<file path="config.mk">
export PLATFORM = sky130hd
export DESIGN_NAME = two_wire_master_transmitter
export DESIGN_NICKNAME = d
export VERILOG_FILES = /design/src/hw/two_wire_pkg.sv /design/src/hw/two_wire_master_transmitter.sv
export SDC_FILE = /design/constraint.sdc
export NUM_CORES = 1
export LEC_CHECK = 0
export BUFFER_PORTS_ARGS = -buffer_cell sky130_fd_sc_hd__buf_2
export CAP_MARGIN = 0
export CORE_MARGIN = 2
export CORE_UTILIZATION = 65
export DETAILED_ROUTE_END_ITERATION = 12
export HOLD_SLACK_MARGIN = 0.12
export PLACE_DENSITY = 0.88
export SETUP_SLACK_MARGIN = 0.05
export SLEW_MARGIN = 5
export SYNTH_ARGS = -nofsm -noshare
export SYNTH_HDL_FRONTEND = slang
export SYNTH_SLANG_ARGS = --single-unit
</file>
<file path="constraint.sdc">
create_clock -name clk -period 5.6 [get_ports clk]
set_input_delay 0.28 -clock clk [delete_from_list [all_inputs] [get_ports clk]]
set_output_delay 0.28 -clock clk [all_outputs]
set_load 0.005 [all_outputs]
</file>
<file path="src/hw/two_wire_pkg.sv">
package two_wire_pkg;
    // Timing
    localparam int CLK_HZ = 200_000_000;
    localparam int BIT_RATE_HZ = 100_000;
    localparam int QUARTER_CYCLES = CLK_HZ / (4 * BIT_RATE_HZ);
    localparam int BYTE_BITS = 8;

    // Register offsets
    localparam logic [1:0] ADDR_CTRL = 2'h0;
    localparam logic [1:0] ADDR_STATUS = 2'h1;
    localparam logic [1:0] ADDR_DATA = 2'h2;
    localparam logic [1:0] ADDR_MODE = 2'h3;

    // Reset values
    localparam logic [7:0] CTRL_RST = 8'h00;
    localparam logic [7:0] DATA_RST = 8'hFF;
    localparam logic [1:0] PRESC_RST = 2'h0;
    localparam logic [3:0] PERMIT_RST = 4'hF;

    // Status codes, prescaler bits zero
    localparam logic [7:0] ST_START = 8'h08;
    localparam logic [7:0] ST_RESTART = 8'h10;
    localparam logic [7:0] ST_SLAW_ACK = 8'h18;
    localparam logic [7:0] ST_SLAW_NACK = 8'h20;
    localparam logic [7:0] ST_DATA_ACK = 8'h28;
    localparam logic [7:0] ST_DATA_NACK = 8'h30;
    localparam logic [7:0] ST_ARB_LOST = 8'h38;
    localparam logic [7:0] ST_SLAR_ACK = 8'h40;
    localparam logic [7:0] ST_SLAR_NACK = 8'h48;
    localparam logic [7:0] ST_NONE = 8'hF8;

    // Line levels
    localparam logic DIR_READ = 1'b1;
    localparam logic ACK_LEVEL = 1'b0;

    // Control register layout, msb first
    typedef struct packed {
        logic flag;
        logic ack_en;
        logic start;
        logic stop;
        logic wc;
        logic en;
        logic [1:0] spare;
    } ctrl_s;

    // Operating mode, one-hot
    typedef enum logic [3:0] {
        MODE_NONE = 4'b0000,
        MODE_MT = 4'b0001,
        MODE_MR = 4'b0010,
        MODE_ST = 4'b0100,
        MODE_SR = 4'b1000
    } mode_e;

    typedef enum logic [5:0] {
        S_IDLE = 6'b000001,
        S_START = 6'b000010,
        S_SHIFT = 6'b000100,
        S_HOLD = 6'b001000,
        S_RESTART = 6'b010000,
        S_STOP = 6'b100000
    } state_e;
endpackage : two_wire_pkg

</file>
<file path="src/hw/two_wire_master_transmitter.sv">
`timescale 1ns/1ps
// How it works
// - Four modes exist; software permits modes through a permit mask; the code enters only the master modes, and starts if mask bit 0 or 1 is set.
// - Read direction bit is sent high, write direction bit low.
// - Acknowledge is low on data line, not-acknowledge high.
// - Every unit after address is eight bits plus one acknowledge bit.
// - While the event flag is set the serial transfer stays suspended.
// - Status codes carry zero prescaler bits; software masks them off.
// - Address with write bit enters transmit mode, read bit enters receive mode.
// - Writing one to the flag clears it; writing zero leaves it.
// - Start is issued once the bus is free, then status 0x08 posted.
// - After write address and acknowledge slot, post 0x18, 0x20 or 0x38; a read address posts 0x40, 0x48 or 0x38.
// - Data writes while flag low are dropped and set write collision.
// - Repeated start posts 0x10 and keeps the bus owned.
// - In 0x10 a read address cleared with no requests enters receive mode; after a repeated start from receive mode the code sends stop instead.
// - In 0x18/0x20 a loaded byte is sent and acknowledge sampled.
// - In 0x18/0x20 a start request sends a repeated start.
// - In 0x18/0x20 a stop request sends stop and clears the stop bit.
// - In 0x18/0x20 both requests send stop, then start, clearing stop.
// - Status 0x38 marks arbitration lost in address or data byte.
// - In 0x38 clearing with no requests releases the bus, unaddressed.
module two_wire_master_transmitter #(
    parameter int QUARTER_CYCLES = two_wire_pkg::QUARTER_CYCLES
) (
    input wire logic clk,
    input wire logic sys_rst,
    input wire logic [1:0] reg_addr,
    input wire logic [7:0] reg_wdata,
    input wire logic reg_wr,
    input wire logic reg_rd,
    output logic [7:0] reg_rdata,
    input wire logic scl_in,
    output logic scl_out,
    output logic scl_oe_n,
    input wire logic sda_in,
    output logic sda_out,
    output logic sda_oe_n
);
    two_wire_pkg::ctrl_s ctrl_q;
    two_wire_pkg::ctrl_s wr_ctrl;
    two_wire_pkg::state_e state_q;
    two_wire_pkg::mode_e mode_q;
    logic [7:0] data_q;
    logic [1:0] presc_q;
    logic [3:0] permit_q;
    logic [4:0] code_q;
    logic [7:0] rdata_q;
    logic scl_s1_q, scl_s2_q, scl_s3_q;
    logic sda_s1_q, sda_s2_q, sda_s3_q;
    logic busy_q;
    logic [15:0] qcnt_q;
    logic tick;
    logic [1:0] ph_q;
    logic [3:0] bit_q;
    logic [8:0] shreg_q;
    logic addr_ph_q;
    logic addr_rd_q;
    logic ack_q;
    logic master_q;
    logic post_q;
    logic stop_done_q;
    logic scl_oe_n_q, sda_oe_n_q;

    // Register decode
    wire sel_ctrl = reg_addr == two_wire_pkg::ADDR_CTRL;
    wire sel_status = reg_addr == two_wire_pkg::ADDR_STATUS;
    wire sel_data = reg_addr == two_wire_pkg::ADDR_DATA;
    wire sel_mode = reg_addr == two_wire_pkg::ADDR_MODE;
    wire wr_ctrl_en = reg_wr & sel_ctrl;
    wire wr_data_en = reg_wr & sel_data;
    wire data_ok = wr_data_en & ctrl_q.flag;
    wire data_drop = wr_data_en & ~ctrl_q.flag;
    assign wr_ctrl = two_wire_pkg::ctrl_s'(reg_wdata);

    // Read mux; status low bits show prescaler, code field on top
    wire [7:0] status_rd = {code_q, 1'b0, presc_q};
    wire [7:0] mode_rd = {mode_q, permit_q};
    wire [7:0] rd_mux = sel_ctrl ? ctrl_q :
                        sel_status ? status_rd :
                        sel_data ? data_q : mode_rd;

    // Bus condition detection on synchronised lines
    wire start_seen = scl_s2_q & scl_s3_q & sda_s3_q & ~sda_s2_q;
    wire stop_seen = scl_s2_q & scl_s3_q & ~sda_s3_q & sda_s2_q;
    wire may_master = |permit_q[1:0];
    wire go_on = ~ctrl_q.flag & ~post_q;

    assign tick = qcnt_q == 16'(QUARTER_CYCLES - 1);
    assign scl_out = 1'b0;
    assign sda_out = 1'b0;
    assign scl_oe_n = scl_oe_n_q;
    assign sda_oe_n = sda_oe_n_q;
    assign reg_rdata = rdata_q;

    // Two-stage synchronisers plus edge history
    always_ff @(posedge clk) begin
        scl_s1_q <= scl_in;
        scl_s2_q <= scl_s1_q;
        scl_s3_q <= scl_s2_q;
        sda_s1_q <= sda_in;
        sda_s2_q <= sda_s1_q;
        sda_s3_q <= sda_s2_q;
    end

    // Bus busy between start and stop conditions
    always_ff @(posedge clk) begin
        if (sys_rst) begin
            busy_q <= 1'b0;
        end else if (start_seen) begin
            busy_q <= 1'b1;
        end else if (stop_seen) begin
            busy_q <= 1'b0;
        end
    end

    // Quarter-bit enable divider
    always_ff @(posedge clk) begin
        if (sys_rst || tick) begin
            qcnt_q <= 16'h0000;
        end else begin
            qcnt_q <= qcnt_q + 16'h0001;
        end
    end

    // Read data stands one cycle after the strobe
    always_ff @(posedge clk) begin
        if (sys_rst) begin
            rdata_q <= 8'h00;
        end else if (reg_rd) begin
            rdata_q <= rd_mux;
        end
    end

    // Software-side registers
    always_ff @(posedge clk) begin
        if (sys_rst) begin
            ctrl_q <= two_wire_pkg::CTRL_RST;
            data_q <= two_wire_pkg::DATA_RST;
            presc_q <= two_wire_pkg::PRESC_RST;
            permit_q <= two_wire_pkg::PERMIT_RST;
        end else begin
            if (wr_ctrl_en) begin
                ctrl_q.ack_en <= wr_ctrl.ack_en;
                ctrl_q.start <= wr_ctrl.start;
                ctrl_q.en <= wr_ctrl.en;
            end
            if (wr_ctrl_en) begin
                ctrl_q.stop <= wr_ctrl.stop;
            end else if (stop_done_q) begin
                ctrl_q.stop <= 1'b0;
            end
            if (post_q) begin
                ctrl_q.flag <= 1'b1;
            end else if (wr_ctrl_en && wr_ctrl.flag) begin
                ctrl_q.flag <= 1'b0;
            end
            if (data_drop) begin
                ctrl_q.wc <= 1'b1;
            end else if (data_ok) begin
                ctrl_q.wc <= 1'b0;
            end
            if (data_ok) begin
                data_q <= reg_wdata;
            end
            if (reg_wr && sel_status) begin
                presc_q <= reg_wdata[1:0];
            end
            if (reg_wr && sel_mode) begin
                permit_q <= reg_wdata[3:0];
            end
        end
    end

    // Serial engine; one bit is four quarter ticks
    always_ff @(posedge clk) begin
        if (sys_rst || !ctrl_q.en) begin
            state_q <= two_wire_pkg::S_IDLE;
            mode_q <= two_wire_pkg::MODE_NONE;
            code_q <= two_wire_pkg::ST_NONE[7:3];
            ph_q <= 2'h0;
            bit_q <= 4'h0;
            shreg_q <= 9'h1FF;
            addr_ph_q <= 1'b0;
            addr_rd_q <= 1'b0;
            ack_q <= 1'b0;
            master_q <= 1'b0;
            post_q <= 1'b0;
            stop_done_q <= 1'b0;
            scl_oe_n_q <= 1'b1;
            sda_oe_n_q <= 1'b1;
        end else begin
            post_q <= 1'b0;
            stop_done_q <= 1'b0;
            if (tick) begin
                ph_q <= ph_q + 2'h1;
            end
            unique case (state_q)
                two_wire_pkg::S_IDLE: begin
                    scl_oe_n_q <= 1'b1;
                    sda_oe_n_q <= 1'b1;
                    ph_q <= 2'h0;
                    if (ctrl_q.start && !ctrl_q.flag && !busy_q && may_master) begin
                        state_q <= two_wire_pkg::S_START;
                    end
                end
                two_wire_pkg::S_START: begin
                    if (tick) begin
                        unique case (ph_q)
                            2'h1: sda_oe_n_q <= 1'b0;
                            2'h3: begin
                                scl_oe_n_q <= 1'b0;
                                master_q <= 1'b1;
                                addr_ph_q <= 1'b1;
                                code_q <= two_wire_pkg::ST_START[7:3];
                                post_q <= 1'b1;
                                state_q <= two_wire_pkg::S_HOLD;
                            end
                            default: ;
                        endcase
                    end
                end
                two_wire_pkg::S_RESTART: begin
                    if (tick) begin
                        unique case (ph_q)
                            2'h0: sda_oe_n_q <= 1'b1;
                            2'h1: scl_oe_n_q <= 1'b1;
                            2'h2: sda_oe_n_q <= 1'b0;
                            2'h3: begin
                                scl_oe_n_q <= 1'b0;
                                addr_ph_q <= 1'b1;
                                code_q <= two_wire_pkg::ST_RESTART[7:3];
                                post_q <= 1'b1;
                                state_q <= two_wire_pkg::S_HOLD;
                            end
                        endcase
                    end
                end
                two_wire_pkg::S_SHIFT: begin
                    if (tick) begin
                        unique case (ph_q)
                            2'h0: begin
                                scl_oe_n_q <= 1'b0;
                                sda_oe_n_q <= shreg_q[8];
                            end
                            2'h1: scl_oe_n_q <= 1'b1;
                            2'h2: begin
                                ack_q <= sda_s2_q == two_wire_pkg::ACK_LEVEL;
                                if (bit_q != 4'h8 && shreg_q[8] && !sda_s2_q) begin
                                    sda_oe_n_q <= 1'b1;
                                    master_q <= 1'b0;
                                    mode_q <= two_wire_pkg::MODE_NONE;
                                    code_q <= two_wire_pkg::ST_ARB_LOST[7:3];
                                    post_q <= 1'b1;
                                    state_q <= two_wire_pkg::S_HOLD;
                                end
                            end
                            2'h3: begin
                                scl_oe_n_q <= 1'b0;
                                shreg_q <= {shreg_q[7:0], 1'b1};
                                bit_q <= bit_q + 4'h1;
                                if (bit_q == 4'(two_wire_pkg::BYTE_BITS)) begin
                                    post_q <= 1'b1;
                                    addr_ph_q <= 1'b0;
                                    state_q <= two_wire_pkg::S_HOLD;
                                    if (!addr_ph_q) begin
                                        code_q <= ack_q ? two_wire_pkg::ST_DATA_ACK[7:3]
                                                        : two_wire_pkg::ST_DATA_NACK[7:3];
                                    end else if (addr_rd_q) begin
                                        mode_q <= two_wire_pkg::MODE_MR;
                                        code_q <= ack_q ? two_wire_pkg::ST_SLAR_ACK[7:3]
                                                        : two_wire_pkg::ST_SLAR_NACK[7:3];
                                    end else begin
                                        mode_q <= two_wire_pkg::MODE_MT;
                                        code_q <= ack_q ? two_wire_pkg::ST_SLAW_ACK[7:3]
                                                        : two_wire_pkg::ST_SLAW_NACK[7:3];
                                    end
                                end
                            end
                        endcase
                    end
                end
                two_wire_pkg::S_HOLD: begin
                    ph_q <= 2'h0;
                    if (go_on) begin
                        if (!master_q) begin
                            scl_oe_n_q <= 1'b1;
                            sda_oe_n_q <= 1'b1;
                            state_q <= two_wire_pkg::S_IDLE;
                        end else if (ctrl_q.stop) begin
                            state_q <= two_wire_pkg::S_STOP;
                        end else if (ctrl_q.start) begin
                            state_q <= two_wire_pkg::S_RESTART;
                        end else if (mode_q == two_wire_pkg::MODE_MR) begin
                            state_q <= two_wire_pkg::S_STOP;
                        end else begin
                            shreg_q <= {data_q, 1'b1};
                            addr_rd_q <= data_q[0] == two_wire_pkg::DIR_READ;
                            bit_q <= 4'h0;
                            state_q <= two_wire_pkg::S_SHIFT;
                        end
                    end
                end
                two_wire_pkg::S_STOP: begin
                    if (tick) begin
                        unique case (ph_q)
                            2'h0: sda_oe_n_q <= 1'b0;
                            2'h1: scl_oe_n_q <= 1'b1;
                            2'h2: sda_oe_n_q <= 1'b1;
                            2'h3: begin
                                master_q <= 1'b0;
                                mode_q <= two_wire_pkg::MODE_NONE;
                                stop_done_q <= 1'b1;
                                state_q <= two_wire_pkg::S_IDLE;
                            end
                        endcase
                    end
                end
            endcase
        end
    end
endmodule : two_wire_master_transmitter

</file>
==> impl_metrics.yaml <==
run_status:
  outcome: "finished, final reports clean"
drt:
  antenna_violating_nets_left: 0
  detailedRoute.firstIterationViolations: 313
  route.detailed.wl_per_inst_um: 16.8
  num_vias: 3640
  vias_per_cell: 6.32
  routed_wirelength_um: 9650
  detail_route.drc_violations: 0
  drt_pass1_iterations: 5
global_routing:
  grt_pass1_wl_um: 16100
  globalRoute.totalOverflow: 0
  antenna_found_initial: 0
  global_route.usage.total_pct: 28.1
  first_global_vias: 3574
  grt_start_max_net_pins: 33
worst_setup_path:
  cp.required_ps: 5780
  critical_path_cell_with_the_highest_stage_delay: "sky130_fd_sc_hd__or3b_1"
  slowest_delay_ps: 650
  worst-path-buf-inv: 0
  crit_family: "simple AND/OR/NAND/NOR gates"
  timing.setup.critical_path_class: "reg -> reg"
  worstPathArrival_ps: 3260
  timing.critical_path.from_type: "flop"
  worst_path_fanout_max: 20
  timing.critical_path.to_type: "flop"
  critical_path.cell_chain: "or4_4, or3b_1, or3_4, a22o_1, nor3_1, o21ai_1"
floorplan:
  initial_util_pct: 66.8
  fp.dieArea_um2: 7110
  rows: 29
  boundary_pins: 28
  fp.dieH_um: 84.3
  fp.coreArea_um2: 6280
  floorplan.die.width_um: 84.3
place:
  port_buf_inserts: 25
  finalWeightedCongestion: 0.923
  post-dp-hpwl_um: 6640
sta:
  timing.setup.tns_ps: 0
  rsz0062_at_grt: "no"
  achievable-frequency_mhz: 324
  skew_ps: 9.73
  finalSetupViolCount: 0
  final.period_utilization_pct: 55.1
  hold_violations: 0
  finalMaxSlewViolations: 0
  period_minus_slack_ps: 3080
  worst_hold_slack_ps: 163
  worst_slew_pin_slew_ps: 1210
  relSlewSlack_pct: 19.1
clock_network:
  cts.root.buffer_cell: "sky130_fd_sc_hd__clkbuf_8"
  clk_pin_slew_worst_paths_ps: 80
  clock_tree_from_tritoncts: "done"
  clock_sink_count: 86
  cts-root-to-sink-buffers: 2
  cts_post_setup_buffers_inserted: 0
  cts_made_buffers: 9
  clock_insertion_delay_worst_skew_ps: 360
  h-tree-depth: 3
power:
  powerDensity_nw_per_um2: 246
  irDropWorstVdd_v: 0.000217
  cellLeakagePower_nw: 1.72
yosys:
  synthTopCellsByArea: "sky130_fd_sc_hd__dfxtp_1 41%, sky130_fd_sc_hd__nor2_1 7.0%, sky130_fd_sc_hd__nand2_1 4.3%, sky130_fd_sc_hd__mux2i_1 3.8%, sky130_fd_sc_hd__ha_1 3.0%"
  netlist_instances: 485
  synth_area_um2: 4190
  number_of_distinct_library_cell_variants_in_the_gate_level_netlist_after_synthesis: 64
  synth_top_area_cell: "sky130_fd_sc_hd__dfxtp_1"
  netlist.area_leader.share_pct: 41.1
  ys_ff_latch: 86
  number_of_enable_flip_flop_cells_after_synthesis: 0
  yosys_most_used_dff: "sky130_fd_sc_hd__dfxtp_1"
  ys_warn_count: 0
  syn_avg_cell_area_um2: 8.64
  asyncSetResetFlopFracSynth_pct: 0
  seq_area_frac_synth_pct: 41.1
cells_and_area:
  insertedDiodeCount: 0
  num-fill-cells: 489
  finalNetCount: 522
  synthToLayoutAreaGrowth_pct: 7.04
  drive_gt1_share_pct: 13.0
job:
  max_cap_viol_count: 0
worst_hold_path:
  hold_class: "in -> reg"
## final cells by class
| class | count | area [um^2] | area share (%) |
|---|---|---|---|
| timing repair buffer | 27 | 145 | 3.23 |
| clock inverter | 4 | 50.0 | 1.12 |
| sequential | 86 | 1720 | 38.4 |
| clock buffer | 10 | 128 | 2.84 |
| tap | 77 | 96.3 | 2.15 |
| inverter | 17 | 63.8 | 1.42 |
| multi-input combinational | 355 | 2280 | 50.9 |
## registers in the layout (all words and copies together), names as in the netlist, 5 cells and up
register and count:
state_q 6, ctrl_q 6, data_q 8, shreg_q 8
reg_rdata 8, qcnt_q 16, code_q 5
## placed cells by master (no fill, tap or decap), types with 3 or more instances in the layout
master,instances
sky130_fd_sc_hd__nor2b_1,4
sky130_fd_sc_hd__o311ai_2,7
sky130_fd_sc_hd__buf_2,25
sky130_fd_sc_hd__mux4_2,3
sky130_fd_sc_hd__xnor2_1,8
sky130_fd_sc_hd__nand3b_1,14
sky130_fd_sc_hd__a21oi_1,22
sky130_fd_sc_hd__and2_1,4
sky130_fd_sc_hd__clkbuf_8,9
sky130_fd_sc_hd__mux2_2,3
sky130_fd_sc_hd__o21ai_0,14
sky130_fd_sc_hd__nor2_1,78
sky130_fd_sc_hd__mux2i_1,16
sky130_fd_sc_hd__a22oi_1,3
sky130_fd_sc_hd__nand3_1,20
sky130_fd_sc_hd__o211ai_1,3
sky130_fd_sc_hd__nor3_1,11
sky130_fd_sc_hd__inv_1,17
sky130_fd_sc_hd__ha_1,10
sky130_fd_sc_hd__a211oi_1,5
sky130_fd_sc_hd__a31o_1,3
sky130_fd_sc_hd__nand2_1,48
sky130_fd_sc_hd__a31oi_1,4
sky130_fd_sc_hd__nand2b_1,4
sky130_fd_sc_hd__nor4_1,7
sky130_fd_sc_hd__nor3b_1,4
sky130_fd_sc_hd__and3_1,5
sky130_fd_sc_hd__xor2_1,10
sky130_fd_sc_hd__dfxtp_1,86
sky130_fd_sc_hd__a211o_1,5
## tightest hold or removal path, cell delays in order
cell and delay, ps:
sky130_fd_sc_hd__buf_2 90, sky130_fd_sc_hd__nand2_1 50, sky130_fd_sc_hd__nand3b_1 70
## synthesized netlist by cell type, types with 7 or more instances
cell type and n:
sky130_fd_sc_hd__nor4_1 7, sky130_fd_sc_hd__nor3_1 11, sky130_fd_sc_hd__mux2i_1 16, sky130_fd_sc_hd__nand3b_1 14
sky130_fd_sc_hd__inv_1 17, sky130_fd_sc_hd__ha_1 10, sky130_fd_sc_hd__o311ai_2 7, sky130_fd_sc_hd__a21oi_1 22
sky130_fd_sc_hd__dfxtp_1 86, sky130_fd_sc_hd__xor2_1 10, sky130_fd_sc_hd__nand2_1 48, sky130_fd_sc_hd__xnor2_1 8
sky130_fd_sc_hd__o21ai_0 14, sky130_fd_sc_hd__nand3_1 20, sky130_fd_sc_hd__clkbuf_1 21, sky130_fd_sc_hd__nor2_1 78
## power breakdown
part	leakage, nW	switching [W]	internal (W)
sequential	0.700	0.00000842	0.000623
combinational	0.937	0.0000316	0.0000260
clock	0.0842	0.000215	0.000201
total	1.72	0.000255	0.000850
## metal layers
layer	up-vias	wire (um)	global-route usage, %
met5	-	0	0
met2	141	4670	46.5
met4	0	245	14.1
li1	1718	-	-
met3	30	529	4.82
met1	1751	4210	35.4
## per-stage QoR
stage,setup WS [ps],cell area [um^2],utilization (%),total power [W],cells
finish,2520,4490,71.5,0.00111,576
global route,2310,4490,71.5,0.00114,576
CTS,2510,4490,71.5,0.00111,576
detailed placement,2600,4290,68.3,0.000702,560
global placement,2700,4290,68.3,0.000699,560
floorplan,3130,4200,-,0.000683,486
## cells by family (layout without fill, tap and decap cells)
logic type | Yosys count | in the layout | share of synthesized area (%)
compound gates | 82 | 82 | 14.6
xor+xnor | 18 | 18 | 3.76
fa+ha+maj | 10 | 10 | 2.98
buf+inv | 45 | 58 | 4.63
flops | 86 | 86 | 41.1
mux | 22 | 22 | 6.24
other cells | 1 | 2 | 0.0894
simple gates | 221 | 221 | 26.6
## path summary, 6_finish.rpt
kind,slack [ps],endpoint,cells past startpoint,startpoint
setup / recovery,2520,shreg_q[1]$_SDFFE_PP1P_,6,state_q[1]$_SDFFE_PP0P_
hold / removal,160,data_q[5]$_SDFFE_PP1P_,3,reg_wdata[5]
setup reg to reg,2520,shreg_q[1]$_SDFFE_PP1P_,6,state_q[1]$_SDFFE_PP0P_
hold reg to reg,340,scl_s2_q$_DFF_P_,0,scl_s1_q$_DFF_P_
## what timing repair did
action | in CTS | in global routing
endpoints found under the hold margin | 2 | 0
gates resized for setup | 0 | 0
hold buffers | 2 | 0
Note: power is estimated with default switching activity, not from simulation.
